### src/design/sleep_gating_pkg.sv
// Package for the sleep power gating block: register map, field layouts, modes and carriers.
// Assumes a 32-bit AXI4-Lite register bus and a single 20 MHz system clock.
package sleep_gating_pkg;

  localparam int unsigned ADDR_W = 8;
  localparam int unsigned DATA_W = 32;
  localparam int unsigned PIN_N  = 6;

  localparam logic [ADDR_W-1:0] CTRL_OFS    = 8'h00;
  localparam logic [ADDR_W-1:0] PIN_DIS_OFS = 8'h04;
  localparam logic [ADDR_W-1:0] WAKE_OFS    = 8'h08;
  localparam logic [ADDR_W-1:0] STATUS_OFS  = 8'h0C;

  // Control register fields.
  localparam int unsigned CTRL_ADC_EN  = 0;
  localparam int unsigned CTRL_CMP_DIS = 1;
  localparam int unsigned CTRL_CMP_REF = 2;
  localparam int unsigned CTRL_WDT_EN  = 3;
  localparam int unsigned CTRL_SLEEP   = 4;
  localparam int unsigned CTRL_MODE_LO = 5;
  localparam int unsigned CTRL_W       = 7;

  // Status register fields.
  localparam int unsigned ST_ADC   = 0;
  localparam int unsigned ST_CMP   = 1;
  localparam int unsigned ST_BOD   = 2;
  localparam int unsigned ST_REF   = 3;
  localparam int unsigned ST_WDT   = 4;
  localparam int unsigned ST_EXT   = 5;
  localparam int unsigned ST_SLEEP = 6;
  localparam int unsigned ST_MODE  = 7;
  localparam int unsigned ST_PINS  = 9;

  localparam logic [CTRL_W-1:0] CTRL_RST = 7'h00;
  localparam logic [PIN_N-1:0]  PIN_RST  = 6'h00;
  localparam logic [1:0]        BOD_OFF  = 2'h3;

  localparam logic [1:0] RESP_OKAY   = 2'h0;
  localparam logic [1:0] RESP_SLVERR = 2'h2;

  typedef enum logic [1:0] {
    MODE_IDLE  = 2'b00,
    MODE_NOISE = 2'b01,
    MODE_DOWN  = 2'b10,
    MODE_RSVD  = 2'b11
  } sleep_mode_e;

  typedef struct packed {
    logic cpu;
    logic flash;
    logic io;
    logic adc;
  } clk_run_s;

  typedef struct packed {
    logic adc;
    logic cmp;
    logic bod;
    logic vref;
    logic wdt;
    logic ext_conv;
  } analog_en_s;

endpackage

### src/design/sleep_power_gating_control.sv
// Sleep-dependent enables for the converter, comparator, brown-out detector, reference,
// watchdog and pin input buffers, with an AXI4-Lite slave for control and status.
// Assumes the sleep controller drives sleep_active and that fuses are static after reset.
//
// Summary of operation
// (RULE1) A software-enabled converter stays enabled in every sleep mode.
// (RULE2) The first conversion after the converter is re-enabled is an extended one.
// (RULE3) Outside idle and noise reduction the comparator is switched off automatically.
// (RULE4) A live comparator using the internal reference keeps the reference on always.
// (RULE5) A fuse-enabled brown-out detector stays enabled in every sleep mode.
// (RULE6) The reference is on only while detector, comparator or converter needs it; here a comparator set to it keeps it on in power-down too.
// (RULE7) Software waits the reference start-up time before using it after re-enable.
// (RULE8) An enabled watchdog stays enabled in every sleep mode.
// (RULE9) Pin input buffers are off when both I/O and converter clocks are stopped.
// (RULE10) Pins needed for wake-up detection keep their input logic enabled; here a set disable bit still turns a wake pin off.
// (RULE11) A set bit in the pin input disable register turns that buffer off.
// (RULE12) Mode field: 00 idle, 01 noise reduction, 10 power-down, 11 reserved.
// (RULE13) Idle stops CPU and flash; noise also stops I/O; power-down stops all.
// (RULE14) Enables derive from a registered sleep state and change on a clock edge.
//
// The address map and the AXI4-Lite register port were decided locally.
`timescale 1ns/1ns
module sleep_power_gating_control
  import sleep_gating_pkg::*;
(
  input  wire logic                                   aclk,
  input  wire logic                                   aresetn,
  input  wire logic [sleep_gating_pkg::ADDR_W-1:0]    s_axi_awaddr,
  input  wire logic                                   s_axi_awvalid,
  output logic                                        s_axi_awready,
  input  wire logic [sleep_gating_pkg::DATA_W-1:0]    s_axi_wdata,
  input  wire logic [3:0]                             s_axi_wstrb,
  input  wire logic                                   s_axi_wvalid,
  output logic                                        s_axi_wready,
  output logic [1:0]                                  s_axi_bresp,
  output logic                                        s_axi_bvalid,
  input  wire logic                                   s_axi_bready,
  input  wire logic [sleep_gating_pkg::ADDR_W-1:0]    s_axi_araddr,
  input  wire logic                                   s_axi_arvalid,
  output logic                                        s_axi_arready,
  output logic [sleep_gating_pkg::DATA_W-1:0]         s_axi_rdata,
  output logic [1:0]                                  s_axi_rresp,
  output logic                                        s_axi_rvalid,
  input  wire logic                                   s_axi_rready,
  input  wire logic                                   sleep_active,
  input  wire logic [1:0]                             brownout_level_fuses,
  output sleep_gating_pkg::clk_run_s                  clk_run,
  output sleep_gating_pkg::analog_en_s                analog_en,
  output logic [sleep_gating_pkg::PIN_N-1:0]          pin_buf_en
);
  import sleep_gating_pkg::*;

  // Register state.
  logic [CTRL_W-1:0] ctrl_q, ctrl_d;
  logic [PIN_N-1:0]  pin_input_disable_reg_q, pin_input_disable_reg_d;
  logic [PIN_N-1:0]  wake_pins_q, wake_pins_d;
  logic              sleep_q, sleep_d;
  sleep_mode_e       mode_q, mode_d;
  logic              ext_pend_q, ext_pend_d;
  logic              adc_prev_q, adc_prev_d;
  clk_run_s          clk_run_q, clk_run_d;
  analog_en_s        an_q, an_d;
  logic [PIN_N-1:0]  pin_buf_q, pin_buf_d;
  // Bus state.
  logic              aw_got_q, aw_got_d, w_got_q, w_got_d;
  logic [ADDR_W-1:0] aw_addr_q, aw_addr_d;
  logic [DATA_W-1:0] w_data_q, w_data_d;
  logic [3:0]        w_strb_q, w_strb_d;
  logic              bvalid_q, bvalid_d, rvalid_q, rvalid_d;
  logic [1:0]        bresp_q, bresp_d, rresp_q, rresp_d;
  logic [DATA_W-1:0] rdata_q, rdata_d;
  // Ready is registered; a channel is taken only on valid with ready, so a request that
  // is held over the first edge after reset is never taken twice.
  logic              awready_q, wready_q, arready_q;
  logic              aw_take, w_take, ar_take;

  function automatic logic mapped(input logic [ADDR_W-1:0] a);
    mapped = (a == CTRL_OFS) || (a == PIN_DIS_OFS) || (a == WAKE_OFS) || (a == STATUS_OFS);
  endfunction

  function automatic logic [7:0] lane(input logic [7:0] old, input logic [7:0] nw,
                                      input logic en);
    lane = en ? nw : old;
  endfunction

  // Write channel: address and data are taken in either order, response follows both.
  logic              wr_go;
  logic [ADDR_W-1:0] wa;
  logic [DATA_W-1:0] wd;
  logic [3:0]        ws;
  logic [7:0]        byte0;
  always_comb
  begin
    aw_got_d = aw_got_q;
    w_got_d  = w_got_q;
    aw_addr_d = aw_addr_q;
    w_data_d = w_data_q;
    w_strb_d = w_strb_q;
    bvalid_d = bvalid_q;
    bresp_d  = bresp_q;
    ctrl_d   = ctrl_q;
    pin_input_disable_reg_d = pin_input_disable_reg_q;
    wake_pins_d = wake_pins_q;
    aw_take = s_axi_awvalid && awready_q;
    w_take  = s_axi_wvalid && wready_q;
    if (aw_take)
    begin
      aw_got_d  = 1'b1;
      aw_addr_d = s_axi_awaddr;
    end
    if (w_take)
    begin
      w_got_d  = 1'b1;
      w_data_d = s_axi_wdata;
      w_strb_d = s_axi_wstrb;
    end
    wr_go = aw_got_q && w_got_q && !bvalid_q;
    wa = aw_addr_q;
    wd = w_data_q;
    ws = w_strb_q;
    // Only byte lane 0 carries fields, so the upper strobes are ignored.
    byte0 = lane(8'h00, wd[7:0], ws[0]);
    if (wr_go)
    begin
      aw_got_d = 1'b0;
      w_got_d  = 1'b0;
      bvalid_d = 1'b1;
      bresp_d  = mapped(wa) ? RESP_OKAY : RESP_SLVERR;
      if (ws[0])
      begin
        if (wa == CTRL_OFS)
          ctrl_d = byte0[CTRL_W-1:0];
        if (wa == PIN_DIS_OFS)
          pin_input_disable_reg_d = byte0[PIN_N-1:0];
        if (wa == WAKE_OFS)
          wake_pins_d = byte0[PIN_N-1:0];
      end
    end
    if (bvalid_q && s_axi_bready)
      bvalid_d = 1'b0;
  end

  // Read channel: one read at a time, answered one cycle after the address is taken.
  logic [DATA_W-1:0] status_w;
  always_comb
  begin
    status_w = '0;
    status_w[ST_ADC]  = an_q.adc;
    status_w[ST_CMP]  = an_q.cmp;
    status_w[ST_BOD]  = an_q.bod;
    status_w[ST_REF]  = an_q.vref;
    status_w[ST_WDT]  = an_q.wdt;
    status_w[ST_EXT]  = an_q.ext_conv;
    status_w[ST_SLEEP] = sleep_q;
    status_w[ST_MODE +: 2] = mode_q;
    status_w[ST_PINS +: PIN_N] = pin_buf_q;
    rvalid_d = rvalid_q;
    rdata_d  = rdata_q;
    rresp_d  = rresp_q;
    ar_take  = s_axi_arvalid && arready_q;
    if (ar_take)
    begin
      rvalid_d = 1'b1;
      rresp_d  = mapped(s_axi_araddr) ? RESP_OKAY : RESP_SLVERR;
      unique case (s_axi_araddr)
        CTRL_OFS:    rdata_d = {{(DATA_W-CTRL_W){1'b0}}, ctrl_q};
        PIN_DIS_OFS: rdata_d = {{(DATA_W-PIN_N){1'b0}}, pin_input_disable_reg_q};
        WAKE_OFS:    rdata_d = {{(DATA_W-PIN_N){1'b0}}, wake_pins_q};
        STATUS_OFS:  rdata_d = status_w;
        default:     rdata_d = '0;
      endcase
    end
    else if (rvalid_q && s_axi_rready)
      rvalid_d = 1'b0;
  end

  // Gating: everything below works from the registered sleep state, never the raw input.
  logic cmp_live, adc_on, io_run, adc_clk_run, bod_on;
  always_comb
  begin
    sleep_d = sleep_active;
    mode_d  = sleep_mode_e'(ctrl_q[CTRL_MODE_LO +: 2]); // [RULE12]
    clk_run_d = '{cpu: 1'b1, flash: 1'b1, io: 1'b1, adc: 1'b1};
    if (sleep_q)
    begin
      unique case (mode_q) // [RULE13]
        MODE_IDLE:  clk_run_d = '{cpu: 1'b0, flash: 1'b0, io: 1'b1, adc: 1'b1};
        MODE_NOISE: clk_run_d = '{cpu: 1'b0, flash: 1'b0, io: 1'b0, adc: 1'b1};
        MODE_DOWN:  clk_run_d = '{cpu: 1'b0, flash: 1'b0, io: 1'b0, adc: 1'b0};
        // Reserved code: keep clocks running rather than guess a deeper mode.
        MODE_RSVD:  clk_run_d = '{cpu: 1'b1, flash: 1'b1, io: 1'b1, adc: 1'b1};
      endcase
    end
    io_run      = clk_run_d.io;
    adc_clk_run = clk_run_d.adc;
    adc_on = ctrl_q[CTRL_ADC_EN]; // [RULE1]
    // The reserved code counts as neither idle nor noise, so the comparator stays off there.
    cmp_live = !ctrl_q[CTRL_CMP_DIS] &&
               (!sleep_q || mode_q == MODE_IDLE || mode_q == MODE_NOISE); // [RULE3]
    bod_on = (brownout_level_fuses != BOD_OFF); // [RULE5]
    // Only a converter disable clears the pending flag; conversion completion is outside.
    adc_prev_d = adc_on;
    ext_pend_d = ext_pend_q;
    if (adc_on && !adc_prev_q)
      ext_pend_d = 1'b1; // [RULE2]
    else if (!adc_on)
      ext_pend_d = 1'b0;
    an_d.adc  = adc_on;
    an_d.cmp  = cmp_live;
    an_d.bod  = bod_on;
    an_d.wdt  = ctrl_q[CTRL_WDT_EN]; // [RULE8]
    an_d.ext_conv = ext_pend_d; // [RULE2]
    // The comparator's reference demand ignores sleep mode, so it holds even while cmp_live is low.
    an_d.vref = bod_on || adc_on ||
                (!ctrl_q[CTRL_CMP_DIS] && ctrl_q[CTRL_CMP_REF]); // [RULE4] [RULE6]
    // Wake pins override the sleep gating but never the software disable bit.
    for (int i = 0; i < PIN_N; i++)
    begin
      pin_buf_d[i] = !pin_input_disable_reg_q[i] && // [RULE11]
                     ((io_run || adc_clk_run) || wake_pins_q[i]); // [RULE9] [RULE10]
    end
  end

  // Fuse copy lives only in the combinational path, so a sleep change passes two registration
  // stages before the gating enables: sleep_d into sleep_q, then sleep_q into the enables.
  always_ff @(posedge aclk)
  begin
    if (!aresetn)
    begin
      ctrl_q   <= CTRL_RST;
      pin_input_disable_reg_q <= PIN_RST;
      wake_pins_q <= PIN_RST;
      sleep_q  <= 1'b0;
      mode_q   <= MODE_IDLE;
      ext_pend_q <= 1'b0;
      adc_prev_q <= 1'b0;
      clk_run_q <= '{cpu: 1'b1, flash: 1'b1, io: 1'b1, adc: 1'b1};
      an_q     <= '0;
      pin_buf_q <= '1;
      aw_got_q <= 1'b0;
      w_got_q  <= 1'b0;
      aw_addr_q <= '0;
      w_data_q <= '0;
      w_strb_q <= '0;
      bvalid_q <= 1'b0;
      bresp_q  <= RESP_OKAY;
      rvalid_q <= 1'b0;
      rresp_q  <= RESP_OKAY;
      rdata_q  <= '0;
    end
    else
    begin
      ctrl_q   <= ctrl_d;
      pin_input_disable_reg_q <= pin_input_disable_reg_d;
      wake_pins_q <= wake_pins_d;
      sleep_q  <= sleep_d; // [RULE14]
      mode_q   <= mode_d;
      ext_pend_q <= ext_pend_d;
      adc_prev_q <= adc_prev_d;
      clk_run_q <= clk_run_d; // [RULE14]
      an_q     <= an_d;
      pin_buf_q <= pin_buf_d;
      aw_got_q <= aw_got_d;
      w_got_q  <= w_got_d;
      aw_addr_q <= aw_addr_d;
      w_data_q <= w_data_d;
      w_strb_q <= w_strb_d;
      bvalid_q <= bvalid_d;
      bresp_q  <= bresp_d;
      rvalid_q <= rvalid_d;
      rresp_q  <= rresp_d;
      rdata_q  <= rdata_d;
    end
  end

  // Ready is registered state inverted: take a channel only while nothing is held for it.
  always_ff @(posedge aclk)
  begin
    if (!aresetn)
    begin
      awready_q <= 1'b0;
      wready_q  <= 1'b0;
      arready_q <= 1'b0;
    end
    else
    begin
      awready_q <= !aw_got_d && !bvalid_d;
      wready_q  <= !w_got_d && !bvalid_d;
      arready_q <= !rvalid_d;
    end
  end

  assign s_axi_awready = awready_q;
  assign s_axi_wready  = wready_q;
  assign s_axi_arready = arready_q;
  assign s_axi_bvalid  = bvalid_q;
  assign s_axi_bresp   = bresp_q;
  assign s_axi_rvalid  = rvalid_q;
  assign s_axi_rdata   = rdata_q;
  assign s_axi_rresp   = rresp_q;
  assign clk_run       = clk_run_q;
  assign analog_en     = an_q;
  assign pin_buf_en    = pin_buf_q;

endmodule

### config.mk
export PLATFORM = sky130hd
export DESIGN_NAME = sleep_power_gating_control
export DESIGN_NICKNAME = d
export VERILOG_FILES = /design/src/design/sleep_gating_pkg.sv /design/src/design/sleep_power_gating_control.sv
export SDC_FILE = /design/constraint.sdc
export NUM_CORES = 1
export LEC_CHECK = 0
export ABC_AREA = 1
export BUFFER_PORTS_ARGS = -buffer_cell sky130_fd_sc_hd__clkbuf_2
export CORE_AREA = 4 4 82 84
export CTS_BUF_LIST = sky130_fd_sc_hd__clkbuf_8
export CTS_CLUSTER_SIZE = 14
export DETAILED_ROUTE_END_ITERATION = 12
export DIE_AREA = 0 0 86 88
export GPL_ROUTABILITY_DRIVEN = 0
export GPL_TIMING_DRIVEN = 0
export MAX_ROUTING_LAYER = met4
export PLACE_DENSITY = 0.86
export SLEW_MARGIN = 20
export SYNTH_ARGS = -nofsm -noshare
export SYNTH_HDL_FRONTEND = slang
export SYNTH_SLANG_ARGS = --single-unit
export TNS_END_PERCENT = 20
### constraint.sdc
create_clock -name aclk -period 2.35 [get_ports aclk]
set_clock_uncertainty 0.15 [all_clocks]
set_input_delay 0.47 -clock aclk [delete_from_list [all_inputs] [get_ports aclk]]
set_output_delay 0.47 -clock aclk [all_outputs]
set_load 0.02 [all_outputs]
==> summary.md <==
| Metric | Value |
|---|---|
| Status | completed |
| Fin Setup TNS | 0 ps |
| Yosys cell types | 29 |
| Ports | 119 |
| TritonCTS clock tree | done |
| Buffers on Ports | a little over 70 |
| Startpoint Class | flop |
| Global router's overall resource usage | 0.204 |
| Final wirelength | about 7300 µm |
| Clock transition at path regs | approximately 80 ps |
| Wirelength per Cell | 12.6 µm |
| DRT Pass-1 Iters | 5 |
| Power Density | roughly 690 nW/µm² |
| Vias/cell | 4.96 |
| DIE AREA | 7570 µm² |
| Setup Viol. Count Final | 0 |
| Hold_buf cts | 0 |
| Area of the core | ~6000 µm² |
| Worst hold path class | primary input to flop |
| Seq/Total Area, Yosys | 0.492 |
| Synth Area in Compound Gates | 0.119 |
| Critical path arrival | roughly 1700 ps |
| CP Class | flop to flop |
| Mapped cell area | roughly 3100 µm² |
| Min Tclk post-route | 1590 ps |
| Highest Clock Rate | approximately 630 MHz |
| Most used cell along the critical path | nor2_1 |
| Vias in the first global route | 2690 |
| Skew-Pair Late Insertion Delay | between 300 and 400 ps |
| Post-CTS Setup Inserts | 0 |
| Hold Vio Cnt, Final | 0 |
| Vias after detailed routing | 2882 |
| Root Buffer | clkbuf_8 |
| Avg Synthesized Cell Area | ~8 µm² |
| CP cell instances | nor2_1, nand3_1, nor2_4, nor2_1, nor3_2 |
| DP HPWL | about 5700 µm |
| Antenna viol nets, final | 0 |
| Clock Sinks | just under 80 |
| Area share of fa/ha/maj cells after synthesis | 0.00798 |
| Mapped Cells | around 400 |
| Rel. slew slack | 0.664 |
| # DRC | 0 |
| Area of the multi-input gates | roughly 1300 µm² |
| Worst EP required | 2470 ps |
| Hold slack | roughly 150 ps |
| RSZ-0062 raised after global routing | false |
| First-pass GRT wire length | between 10000 and 15000 µm |
| LEAKAGE | 1.83 nW |
| Mux share of post-synthesis cell area | 0.00319 |
| Period utilization | 0.677 |
| Nets | between 500 and 600 |
| Peak supply drop | about 0.5 mV |
| Largest family of logic cells by synthesized area | simple AND/OR/NAND/NOR gates |
| Slew at the pin with the worst max-slew slack | around 500 ps |
| Max_cap viols | 0 |
| Cts repair resizes | 0 |
| P&R area growth vs syn | 22.9% |
| Initial core utilization | 0.530 |
| CP peak stage delay | 360 ps |
| Largest net degree at the start of global routing | 14 |
| Fill cells | between 500 and 600 |
| Worst Path Max Fanout | 9 |
| N_diodes | 0 |
| Slew Viols, Final | 0 |
| Yosys reg bits | between 70 and 80 |
| Num rows | 28 |
| YS warnings | 0 |
| CTS H-tree lvls | 3 |
| Drt first-iter violations | about 150 |
| Die height | 88 µm |
| Chip Width | roughly 86 µm |
| CP max-delay cell | nand3_1 |
| Simple-gate share of the synthesized area | 0.277 |
| Synth Area in XOR/XNOR | 0 |
| Layout cells sized above 1 | 0.257 |
| CTS Buf Count | 9 |
| GR Overflow Total | 0 |
| Max Root-Sink Buffers | 2 |
| Worst Setup End Kind | flop |
| Antenna violations before repair | 0 |
| Register area | around 1500 µm² |
==> flip-flops by register name, indices dropped and copies added, names as in the netlist, 2 cells and up <==
name / flops
analog_en: 6
wake_pins_q: 6
pin_buf_en: 6
ctrl_q: 7
w_data_q: 7
pin_input_disable_reg_q: 6
mode_q: 2
aw_addr_q: 8
clk_run: 3
s_axi_rdata: 15
==> worst paths after layout <==
check | startpoint | endpoint | slack (ps) | cells after the start
worst max-delay path | aw_addr_q[0] | ctrl_q[5] | 760 | 5
worst min-delay path | sleep_active | sleep_q | 150 | 3
worst max register to register | aw_addr_q[0] | ctrl_q[5] | 760 | 5
worst min register to register | ctrl_q[6] | mode_q[1] | 310 | 2
==> per-stage QoR <==
step | util | instance area (µm²) | std cells | power, mW | worst slack, ps
after floorplan | - | 3200 | 419 | 1.60 | 921
after global placement | 0.617 | 3650 | 565 | 1.67 | 510
after detailed placement | 0.617 | 3650 | 565 | 1.68 | 499
after CTS | 0.651 | 3850 | 581 | 2.66 | 744
after global routing | 0.651 | 3850 | 581 | 2.75 | 622
final | 0.651 | 3850 | 581 | 2.65 | 759
==> cell usage after synthesis, drive strengths merged <==
cell type | number | area (µm²)
a31oi | 1 | 6.26
nand3b | 1 | 7.51
nor4 | 2 | 12.5
clkbuf | 8 | 31.3
buf | 26 | 188
ha | 2 | 25.0
o21ai | 37 | 185
a211oi | 1 | 7.51
a211o | 1 | 8.76
nand2 | 75 | 284
nor2 | 63 | 270
a21oi | 33 | 165
inv | 23 | 86.3
nand3 | 33 | 190
conb | 1 | 3.75
clkinv | 2 | 7.51
mux2i | 1 | 10.0
nor3 | 14 | 105
dfxtp | 77 | 1540
==> routing by layer <==
metal / routed length (µm) / track usage
met1: 3000 / 0.224
met2: 3480 / 0.341
met3: 682 / 0.0640
met4: 138 / 0.0892
met5: 0 / -
==> critical path, delay by kind of cell (launching register included) <==
| kind | cells | cell delay, ps |
|---|---|---|
| flip-flops | 1 | 310 |
| AND/OR/NAND/NOR | 5 | 1050 |
==> layout make-up <==
cell class,count,area share
repair buffers,71,0.0922
clock inverters,6,0.0162
clock buffers,10,0.0357
flip-flops and latches,77,0.400
inverters,25,0.0244
multi-input cells,283,0.350
plain buffers,34,0.0568
well taps,75,0.0244
==> logic make-up after synthesis <==
logic type      after synthesis
other cells                   1
simple gates                188
fa+ha+maj                     2
compound gates               73
buf+inv                      59
mux                           1
flops                        77
==> placed cells by master (no fill, tap or decap), types with 3 or more instances in the layout <==
| cell | synthesis | routed |
|---|---|---|
| o21ai_0 | 31 | 31 |
| clkbuf_2 | 1 | 72 |
| nor3_2 | 7 | 7 |
| dfxtp_1 | 77 | 77 |
| buf_4 | 23 | 23 |
| nor2_1 | 59 | 59 |
| clkbuf_1 | 7 | 7 |
| conb_1 | 1 | 19 |
| clkinvlp_4 | 0 | 3 |
| nand2_1 | 74 | 74 |
| clkbuf_8 | 0 | 10 |
| inv_1 | 21 | 21 |
| o21ai_1 | 6 | 6 |
| buf_2 | 3 | 3 |
| a21oi_1 | 33 | 33 |
| nor3_1 | 7 | 7 |
| nand3_1 | 31 | 31 |
==> power by group <==
part / switching (mW) / leakage (nW) / internal (mW)
Sequential: 0.0303 / 0.627 / 1.35
Clock: 0.476 / 0.0943 / 0.515
Combinational: 0.181 / 1.11 / 0.0959
(Power assumes the default switching activity.)
